==> src/sbp_pkg.sv <==
// Package with register map, field layout and reset values of the six-bit port
// -----------------------------------------------------------------------------
// Summary of operation
// -----------------------------------------------------------------------------
// Summary of operation
// - Six two-way pins, 5 down to 0, each usable as general input or output.
// - Pin selection logic is the same in every chip operating mode.
// - Pins also carry serial channel 0/1 signals and external interrupts 4, 5.
// - Direction register is write-only; reading it returns an undefined value.
// - Direction bit 1 makes the pin an output, 0 an input.
// - Port registers clear on power-on reset and hardware standby, else keep.
// - Output data register is read/write and holds the driven output levels.
// - Bits 7 and 6 are reserved: unchanged by writes, undetermined on reads.
// - Pin-level read gives output data where direction is 1, pin where 0.
// - Pin-level view follows pins after reset; holds across manual/soft standby.
// - Open-drain bit 1 disables the high-side driver; 0 gives push-pull.
// - When serial channels are initialised pins fall back to port settings.
// - Receive enable 1 makes the receive pin serial input, ignoring direction.
package sbp_pkg;
  localparam int unsigned PIN_COUNT = 6;
  localparam int unsigned ADDR_W = 16;
  localparam int unsigned DATA_W = 8;
  // Register byte addresses
  localparam logic [15:0] ADDR_PIN_DIRECTION = 16'hfeb2;
  localparam logic [15:0] ADDR_PIN_LEVEL_READBACK = 16'hff52;
  localparam logic [15:0] ADDR_OUTPUT_DATA = 16'hff62;
  localparam logic [15:0] ADDR_OPEN_DRAIN_CONTROL = 16'hff76;
  // Reset value of the implemented bits
  localparam logic [5:0] PORT_RESET_VALUE = 6'h00;
  // Value shown in reserved or undefined read positions
  localparam logic [1:0] RESERVED_READ = 2'h0;
  localparam logic [7:0] UNDEFINED_READ = 8'h00;
  localparam logic [7:0] UNMAPPED_READ = 8'h00;
  // Pin assignment of shared functions
  localparam int unsigned PIN_TX0 = 0;
  localparam int unsigned PIN_TX1 = 1;
  localparam int unsigned PIN_RX0 = 2;
  localparam int unsigned PIN_RX1 = 3;
  localparam int unsigned PIN_CLK0 = 4;
  localparam int unsigned PIN_CLK1 = 5;
endpackage

==> src/sbp_port.sv <==
// Six-bit general purpose port with open-drain control and serial sharing
`timescale 1ns/1ns
`default_nettype none

module sbp_port #(
  parameter int unsigned PINS = sbp_pkg::PIN_COUNT
) (
  // Clock and resets
  input wire logic ref_clk_in,
  input wire logic sys_rst_in,
  input wire logic manual_rst_in,
  input wire logic hw_standby_in,
  input wire logic sw_standby_in,
  // Register port
  input wire logic [15:0] reg_addr_in,
  input wire logic [7:0] reg_wdata_in,
  input wire logic reg_wr_in,
  input wire logic reg_rd_in,
  output logic [7:0] reg_rdata_out,
  // Serial channel 0 and 1 controls
  input wire logic serial_init_in,
  input wire logic serial0_transmit_en_in,
  input wire logic serial0_transmit_in,
  input wire logic serial0_receive_enable_in,
  output logic serial0_receive_out,
  input wire logic serial0_clock_oe_in,
  input wire logic serial0_clock_in,
  output logic serial0_clock_out,
  input wire logic serial1_transmit_en_in,
  input wire logic serial1_transmit_in,
  input wire logic serial1_receive_enable_in,
  output logic serial1_receive_out,
  input wire logic serial1_clock_oe_in,
  input wire logic serial1_clock_in,
  output logic serial1_clock_out,
  // External interrupt outputs
  output logic ext_interrupt_4_out,
  output logic ext_interrupt_5_out,
  // Pins
  input wire logic [5:0] pin_in,
  output logic [5:0] pin_out,
  output logic [5:0] pin_oe_out
);

  // ---------------------------------------------------------------------------
  // Registers
  // ---------------------------------------------------------------------------
  logic [5:0] dir_q, dir_d;
  logic [5:0] dout_q, dout_d;
  logic [5:0] odr_q, odr_d;
  logic [7:0] rdata_q, rdata_d;
  logic [5:0] s1_q, s2_q, s3_q;
  logic [5:0] pin_lvl_q, pin_lvl_d;
  logic [5:0] pout_q, pout_d;
  logic [5:0] poe_q, poe_d;
  logic [5:0] fn_oe, fn_val, fn_sel;
  logic clear_all;
  logic hold_lvl;

  // Power-on reset and hardware standby clear; manual reset and software standby keep
  assign clear_all = sys_rst_in | hw_standby_in;
  assign hold_lvl = manual_rst_in | sw_standby_in;

  // Register write decode
  always_comb begin
    dir_d = dir_q;
    dout_d = dout_q;
    odr_d = odr_q;
    if (reg_wr_in && !hold_lvl) begin
      // Only bits 5..0 are stored so reserved bits cannot be modified
      case (reg_addr_in)
        sbp_pkg::ADDR_PIN_DIRECTION: dir_d = reg_wdata_in[5:0];
        sbp_pkg::ADDR_OUTPUT_DATA: dout_d = reg_wdata_in[5:0];
        sbp_pkg::ADDR_OPEN_DRAIN_CONTROL: odr_d = reg_wdata_in[5:0];
        default: begin
          // Writes to pin-level readback land here and are dropped
          dir_d = dir_q;
        end
      endcase
    end
  end

  always_ff @(posedge ref_clk_in) begin
    if (clear_all) begin
      dir_q <= sbp_pkg::PORT_RESET_VALUE;
      dout_q <= sbp_pkg::PORT_RESET_VALUE;
      odr_q <= sbp_pkg::PORT_RESET_VALUE;
    end else begin
      dir_q <= dir_d;
      dout_q <= dout_d;
      odr_q <= odr_d;
    end
  end

  // ---------------------------------------------------------------------------
  // Pin synchroniser, three stages, change accepted when stages two and three agree
  // ---------------------------------------------------------------------------
  always_comb begin
    pin_lvl_d = pin_lvl_q;
    for (int unsigned i = 0; i < PINS; i++) begin
      if (s2_q[i] == s3_q[i]) begin
        pin_lvl_d[i] = s3_q[i];
      end
    end
    // Manual reset and software standby freeze the readback view
    if (hold_lvl) begin
      pin_lvl_d = pin_lvl_q;
    end
  end

  always_ff @(posedge ref_clk_in) begin
    s1_q <= pin_in;
    s2_q <= s1_q;
    s3_q <= s2_q;
    if (sys_rst_in) begin
      pin_lvl_q <= sbp_pkg::PORT_RESET_VALUE;
    end else begin
      pin_lvl_q <= pin_lvl_d;
    end
  end

  // ---------------------------------------------------------------------------
  // Shared function selection, identical in every operating mode
  // ---------------------------------------------------------------------------
  always_comb begin
    fn_sel = 6'h00;
    fn_oe = 6'h00;
    fn_val = 6'h00;
    // Serial initialisation hands every pin back to the port registers
    if (!serial_init_in) begin
      fn_sel[sbp_pkg::PIN_TX0] = serial0_transmit_en_in;
      fn_oe[sbp_pkg::PIN_TX0] = serial0_transmit_en_in;
      fn_val[sbp_pkg::PIN_TX0] = serial0_transmit_in;
      fn_sel[sbp_pkg::PIN_TX1] = serial1_transmit_en_in;
      fn_oe[sbp_pkg::PIN_TX1] = serial1_transmit_en_in;
      fn_val[sbp_pkg::PIN_TX1] = serial1_transmit_in;
      fn_sel[sbp_pkg::PIN_RX0] = serial0_receive_enable_in;
      fn_sel[sbp_pkg::PIN_RX1] = serial1_receive_enable_in;
      fn_sel[sbp_pkg::PIN_CLK0] = serial0_clock_oe_in;
      fn_oe[sbp_pkg::PIN_CLK0] = serial0_clock_oe_in;
      fn_val[sbp_pkg::PIN_CLK0] = serial0_clock_in;
      fn_sel[sbp_pkg::PIN_CLK1] = serial1_clock_oe_in;
      fn_oe[sbp_pkg::PIN_CLK1] = serial1_clock_oe_in;
      fn_val[sbp_pkg::PIN_CLK1] = serial1_clock_in;
    end
  end

  // Pin drivers: open drain only ever drives low, letting the pull-up give high
  always_comb begin
    pout_d = 6'h00;
    poe_d = 6'h00;
    for (int unsigned i = 0; i < PINS; i++) begin
      if (fn_sel[i]) begin
        pout_d[i] = fn_val[i];
        poe_d[i] = fn_oe[i] & ~(odr_q[i] & fn_val[i]);
      end else begin
        pout_d[i] = dout_q[i];
        poe_d[i] = dir_q[i] & ~(odr_q[i] & dout_q[i]);
      end
    end
  end

  always_ff @(posedge ref_clk_in) begin
    if (clear_all) begin
      pout_q <= sbp_pkg::PORT_RESET_VALUE;
      poe_q <= sbp_pkg::PORT_RESET_VALUE;
    end else begin
      pout_q <= pout_d;
      poe_q <= poe_d;
    end
  end

  // ---------------------------------------------------------------------------
  // Read path, data valid one cycle after the read strobe only
  // ---------------------------------------------------------------------------
  always_comb begin
    rdata_d = 8'h00;
    if (reg_rd_in) begin
      case (reg_addr_in)
        sbp_pkg::ADDR_PIN_DIRECTION: rdata_d = sbp_pkg::UNDEFINED_READ;
        sbp_pkg::ADDR_OUTPUT_DATA: rdata_d = {sbp_pkg::RESERVED_READ, dout_q};
        sbp_pkg::ADDR_PIN_LEVEL_READBACK:
          rdata_d = {sbp_pkg::RESERVED_READ, (dir_q & dout_q) | (~dir_q & pin_lvl_q)};
        sbp_pkg::ADDR_OPEN_DRAIN_CONTROL: rdata_d = {sbp_pkg::RESERVED_READ, odr_q};
        default: rdata_d = sbp_pkg::UNMAPPED_READ;
      endcase
    end
  end

  // Receive and interrupt outputs take the filtered pin level
  always_ff @(posedge ref_clk_in) begin
    if (sys_rst_in) begin
      rdata_q <= 8'h00;
      serial0_receive_out <= 1'h1;
      serial1_receive_out <= 1'h1;
      serial0_clock_out <= 1'h0;
      serial1_clock_out <= 1'h0;
      ext_interrupt_4_out <= 1'h1;
      ext_interrupt_5_out <= 1'h1;
    end else begin
      rdata_q <= rdata_d;
      serial0_receive_out <= pin_lvl_d[sbp_pkg::PIN_RX0];
      serial1_receive_out <= pin_lvl_d[sbp_pkg::PIN_RX1];
      serial0_clock_out <= pin_lvl_d[sbp_pkg::PIN_CLK0];
      serial1_clock_out <= pin_lvl_d[sbp_pkg::PIN_CLK1];
      ext_interrupt_4_out <= pin_lvl_d[sbp_pkg::PIN_CLK0];
      ext_interrupt_5_out <= pin_lvl_d[sbp_pkg::PIN_CLK1];
    end
  end

  assign reg_rdata_out = rdata_q;
  assign pin_out = pout_q;
  assign pin_oe_out = poe_q;

  // ---------------------------------------------------------------------------
  // Assertions
  // ---------------------------------------------------------------------------
  property p_dir_clear;
    @(posedge ref_clk_in) hw_standby_in |=> (dir_q == 6'h00 && dout_q == 6'h00 && odr_q == 6'h00);
  endproperty
  a_dir_clear: assert property (p_dir_clear) else $error("standby did not clear port registers");

  property p_keep_manual;
    @(posedge ref_clk_in) disable iff (sys_rst_in || hw_standby_in)
      manual_rst_in |=> $stable(dout_q) && $stable(dir_q);
  endproperty
  a_keep_manual: assert property (p_keep_manual) else $error("manual reset changed registers");

  property p_dout_rw;
    @(posedge ref_clk_in) disable iff (sys_rst_in)
      (reg_wr_in && !hold_lvl && !hw_standby_in && reg_addr_in == sbp_pkg::ADDR_OUTPUT_DATA)
      ##1 (reg_rd_in && reg_addr_in == sbp_pkg::ADDR_OUTPUT_DATA && !reg_wr_in && !hw_standby_in)
      |=> reg_rdata_out[5:0] == $past(reg_wdata_in[5:0], 2);
  endproperty
  a_dout_rw: assert property (p_dout_rw) else $error("output data readback mismatch");

  property p_dir_read;
    @(posedge ref_clk_in) disable iff (sys_rst_in)
      reg_rd_in && reg_addr_in == sbp_pkg::ADDR_PIN_DIRECTION |=> reg_rdata_out == sbp_pkg::UNDEFINED_READ;
  endproperty
  a_dir_read: assert property (p_dir_read) else $error("direction register was readable");

  property p_reserved;
    @(posedge ref_clk_in) disable iff (sys_rst_in)
      reg_rd_in |=> reg_rdata_out[7:6] == sbp_pkg::RESERVED_READ;
  endproperty
  a_reserved: assert property (p_reserved) else $error("reserved bits not constant");

  property p_level_read;
    @(posedge ref_clk_in) disable iff (sys_rst_in)
      reg_rd_in && reg_addr_in == sbp_pkg::ADDR_PIN_LEVEL_READBACK
      |=> reg_rdata_out[5:0] == (($past(dir_q) & $past(dout_q)) | (~$past(dir_q) & $past(pin_lvl_q)));
  endproperty
  a_level_read: assert property (p_level_read) else $error("pin-level readback wrong");

  property p_output_drive;
    @(posedge ref_clk_in) disable iff (sys_rst_in || hw_standby_in)
      (serial_init_in && dir_q[0] && !odr_q[0]) |=> pin_oe_out[0] && pin_out[0] == $past(dout_q[0]);
  endproperty
  a_output_drive: assert property (p_output_drive) else $error("output pin not driven");

  property p_open_drain;
    @(posedge ref_clk_in) disable iff (sys_rst_in)
      (odr_q != 6'h00) |=> (pin_oe_out & pin_out & $past(odr_q)) == 6'h00;
  endproperty
  a_open_drain: assert property (p_open_drain) else $error("open drain pin driven high");

  property p_rx_input;
    @(posedge ref_clk_in) disable iff (sys_rst_in)
      (!serial_init_in && serial0_receive_enable_in) |=> !pin_oe_out[sbp_pkg::PIN_RX0];
  endproperty
  a_rx_input: assert property (p_rx_input) else $error("receive pin driven while enabled");

endmodule // sbp_port

`default_nettype wire

==> config.mk <==
export PLATFORM = sky130hd
export DESIGN_NAME = sbp_port
export DESIGN_NICKNAME = d
export VERILOG_FILES = /design/src/sbp_pkg.sv /design/src/sbp_port.sv
export SDC_FILE = /design/constraint.sdc
export NUM_CORES = 1
export LEC_CHECK = 0
export BUFFER_PORTS_ARGS = -buffer_cell sky130_fd_sc_hd__buf_4
export CORE_MARGIN = 2
export CORE_UTILIZATION = 53
export CTS_BUF_LIST = sky130_fd_sc_hd__clkbuf_8
export DETAILED_ROUTE_END_ITERATION = 6
export PLACE_DENSITY = 0.92
export SLEW_MARGIN = 25
export SYNTH_ARGS = -nofsm -noshare
export SYNTH_HDL_FRONTEND = slang
export SYNTH_SLANG_ARGS = --single-unit
==> constraint.sdc <==
create_clock -name ref_clk_in -period 1.5 [get_ports ref_clk_in]
set_clock_uncertainty 0.05 [all_clocks]
set_input_delay 0 -clock ref_clk_in [delete_from_list [all_inputs] [get_ports ref_clk_in]]
set_output_delay 0 -clock ref_clk_in [all_outputs]
set_load 0.03 [all_outputs]
==> impl_metrics.env <==
export IMPL_dp_hpwl_um=4298
export IMPL_syn_area_mm2=0.002474
export IMPL_final_cell_mix="74 x buf_4, 64 x dfxtp_1, 26 x nand3_1, 25 x dlygate4sd3_1, 24 x a21oi_1"
export IMPL_intPower_mw=2.771
export IMPL_grt_max_degree=25
export IMPL_clock_path_buffers=2
export IMPL_antenna_left=0
export IMPL_first_global_vias=2330
export IMPL_min_path_type="in2reg"
export IMPL_fin_crit_ns=1.453
export IMPL_ys_warnings_count=0
export IMPL_yosysSeqAreaShare=0.5180
export IMPL_portBuffers=69
export IMPL_synth_cell_types=38
export IMPL_post_cts_setup_buffers=0
export IMPL_routed_wl_um=6256
export IMPL_leakage_nw=1.570
export IMPL_clk_latency_ns=0.34
export IMPL_layout_commonest_cell="buf_4"
export IMPL_pwr_share_clk=0.406
export IMPL_initial_core_util=0.5604
export IMPL_required_ns=1.71
export IMPL_final_nets=396
export IMPL_io_pin_count=74
export IMPL_cts_tree="built"
export IMPL_grt_pass1_wl_um=10060
export IMPL_r2r_start="s2_q[0]$_DFF_P_"
export IMPL_cts_made_buffers=9
export IMPL_htreeDepth=3
export IMPL_setup_ws_ns=0.04661
export IMPL_peakVddDrop_mv=0.8077
export IMPL_grt_overflow_total=0
export IMPL_r2r_setup_slack_ns=0.13
export IMPL_p_seq_frac=0.495
export IMPL_postSynthCellCount=250
export IMPL_viasPerCell=5.496
export IMPL_crit_path_top_delay_cell="dlygate4sd3_1"
export IMPL_rr_endpoint="pin_lvl_q[0]$_SDFFE_PP0P_"
export IMPL_crit_path_max_incr_delay_ns=0.55
export IMPL_cp_max_fo=6
export IMPL_synth_seq_cells=64
export IMPL_drive_above_1_share=0.3173
export IMPL_hold_start="serial_init_in"
export IMPL_swShare=0.2218
export IMPL_status="complete, no violations"
export IMPL_layout_cells_non_filler=405
export IMPL_fin_setup_tns_ns=0
export IMPL_finalSetupViolations=0
export IMPL_combPwrFrac=0.099
export IMPL_path_cells="dlygate4sd3_1, buf_4, nor3b_4, and3_1, nand3_1, a21oi_1"
export IMPL_worstSetupPathType="in2reg"
export IMPL_rows=24
export IMPL_wire_per_inst_um=15.45
export IMPL_area_growth_pct=41.78
export IMPL_gp_congestion=0.8437
export IMPL_power_density_mw_per_mm2=1015
export IMPL_crit_arrival_ns=1.67
export IMPL_antenna_found_initial=0
export IMPL_total_power_mw=3.561
export IMPL_hold_viol=0
export IMPL_whs_path_depth=4
export IMPL_avgSynthCellArea_um2=9.894
export IMPL_tightest_slew_ns=0.4912
export IMPL_n_antenna_cell=0
export IMPL_die_height_um=72.32
export IMPL_dieArea_mm2=0.005229
export IMPL_clk_pin_slew_ns=0.06
export IMPL_drtIter0Drc=133
export IMPL_cp_buffers_inverters=2
export IMPL_track_usage=0.2572
export IMPL_maxSlewHeadroom=0.6701
export IMPL_dp_cells=364
export IMPL_via_count=2226
export IMPL_fin_crit_sh=0.9689
export IMPL_min_to="pin_oe_out[1]$_SDFF_PP0_"
export IMPL_pre_cts_ws_ns=0.1644
export IMPL_die_width_um=72.32
export IMPL_slew_violations=0
export IMPL_cp_start_kind="primary input"
export IMPL_crit_family="simple AND/OR/NAND/NOR gates"
export IMPL_cp_end_kind="flop"
export IMPL_dr_pass1_iters=5
export IMPL_clock_root_buffer="clkbuf_8"
export IMPL_drc_errors=0
export IMPL_max_freq_mhz=688.0
export IMPL_rr_worst_depth=3
export IMPL_core_area_mm2=0.004414
export IMPL_rsz0062_at_grt="false"
export IMPL_power_switching_mw=0.7898
export IMPL_drv_cap=0
export IMPL_cts_sinks=64
==> stage by stage <==
stage,hold WS [ns],utilization,area (um2)
after global placement,0.05415,0.6888,3040
final,0.01907,0.7945,3507
after CTS,0.009719,0.7905,3490
after floorplan,-0.02228,-,2477
after global routing,0.04252,0.7945,3507
after detailed placement,0.05624,0.6888,3040
==> area by class of cell <==
cell class	count	area, um2
clock buffers	11	151.4
clock inverters	5	47.55
fillers	272	907.1
inverters	3	11.26
multi-input cells	171	1145
flip-flops and latches	64	1281
well taps	52	65.06
repair buffers	99	805.8
==> cells by family (layout without fill, tap and decap cells) <==
| group | count (synthesis) | count (layout) | synth area share |
|---|---|---|---|
| other cells | 1 | 2 | 0.001516 |
| compound gates | 51 | 51 | 0.1239 |
| xor+xnor | 1 | 1 | 0.003541 |
| flops | 64 | 64 | 0.5180 |
| simple gates | 95 | 95 | 0.2322 |
| mux | 22 | 22 | 0.09307 |
| buf+inv | 16 | 118 | 0.02781 |
==> worst register-to-register path: cells and delay by family (launching register included) <==
kind	cells	cell delay, ns
buffers and inverters	1	0.57
AO/OA/AOI/OAI	2	0.32
flip-flops	1	0.32
==> how the worst max path moves through the flow <==
stage / end / depth (start not counted) / start / slack (ns)
final: reg_rdata_out[3]$_SDFF_PP0_ / 6 / reg_addr_in[0] / 0.05
after CTS: odr_q[4]$_SDFFE_PP0P_ / 5 / reg_addr_in[7] / 0.03
after detailed placement: reg_rdata_out[3]$_SDFF_PP0_ / 5 / reg_addr_in[14] / 0.16
after global placement: reg_rdata_out[1]$_SDFF_PP0_ / 5 / reg_addr_in[14] / 0.19
after floorplan: dout_q[0]$_SDFFE_PP0P_ / 4 / reg_addr_in[14] / 0.30
after global routing: odr_q[4]$_SDFFE_PP0P_ / 5 / reg_addr_in[7] / 0.002
==> flip-flops by register name, indices dropped and copies added, names as in the netlist, 6 cells and up <==
| register | count |
|---|---|
| dir_q | 6 |
| dout_q | 6 |
| odr_q | 6 |
| pin_lvl_q | 6 |
| pin_oe_out | 6 |
| pin_out | 6 |
| reg_rdata_out | 6 |
| s1_q | 6 |
| s2_q | 6 |
| s3_q | 6 |
==> what timing repair did <==
item,4_1_cts,5_1_grt
hold buffers,25,0
gates resized for setup,0,4
hold endpoints to repair,48,0
endpoints found under the setup margin,0,16
==> power groups by stage <==
stage	logic (mW)	clock network, mW	registers [mW]
2_1_floorplan	0.115	0	1.82
3_5_place_dp	0.292	0	1.80
5_1_grt	0.376	1.54	1.77
3_3_place_gp	0.283	0	1.80
4_1_cts	0.346	1.47	1.76
6_report	0.352	1.45	1.76
==> Yosys cell counts, drive strengths merged <==
cell     n  area [um2]
nor3     4       25.02
o21ai   10       50.05
conb     1       3.750
a21oi   24       120.1
or4      1       7.510
inv      3       11.26
xnor2    1       8.760
mux2     8       90.09
or3      3       18.77
and4     1       10.01
o21bai   3       22.52
clkbuf   9       33.78
and3     7       43.79
and2     5       31.28
nor3b    1       18.77
nor4     1       21.27
dfxtp   64        1281
o31a     1       8.760
nand2   23       86.33
nor4b    1       8.760
and4bb   1       12.51
o31ai    2       15.01
a21o     9       67.56
nor2b    6       37.54
mux2i   14       140.1
buf      4       23.76
nor2     6       22.52
nand4b   1       23.77
nand4    4       52.55
nand2b   2       12.51
nand3   27       135.1
or2      1       6.260
o221a    2       22.52
==> layer usage <==
| layer | GRT usage | up-vias | part of all wire |
|---|---|---|---|
| met1 | 0.2586 | 1030 | 0.40 |
| met3 | 0.1028 | 12 | 0.062 |
| met5 | 0 | - | 0 |
| met2 | 0.4689 | 100 | 0.52 |
| met4 | 0.1048 | 0 | 0.017 |
| li1 | - | 1084 | - |
No activity file was read; power rests on OpenSTA's default activity.
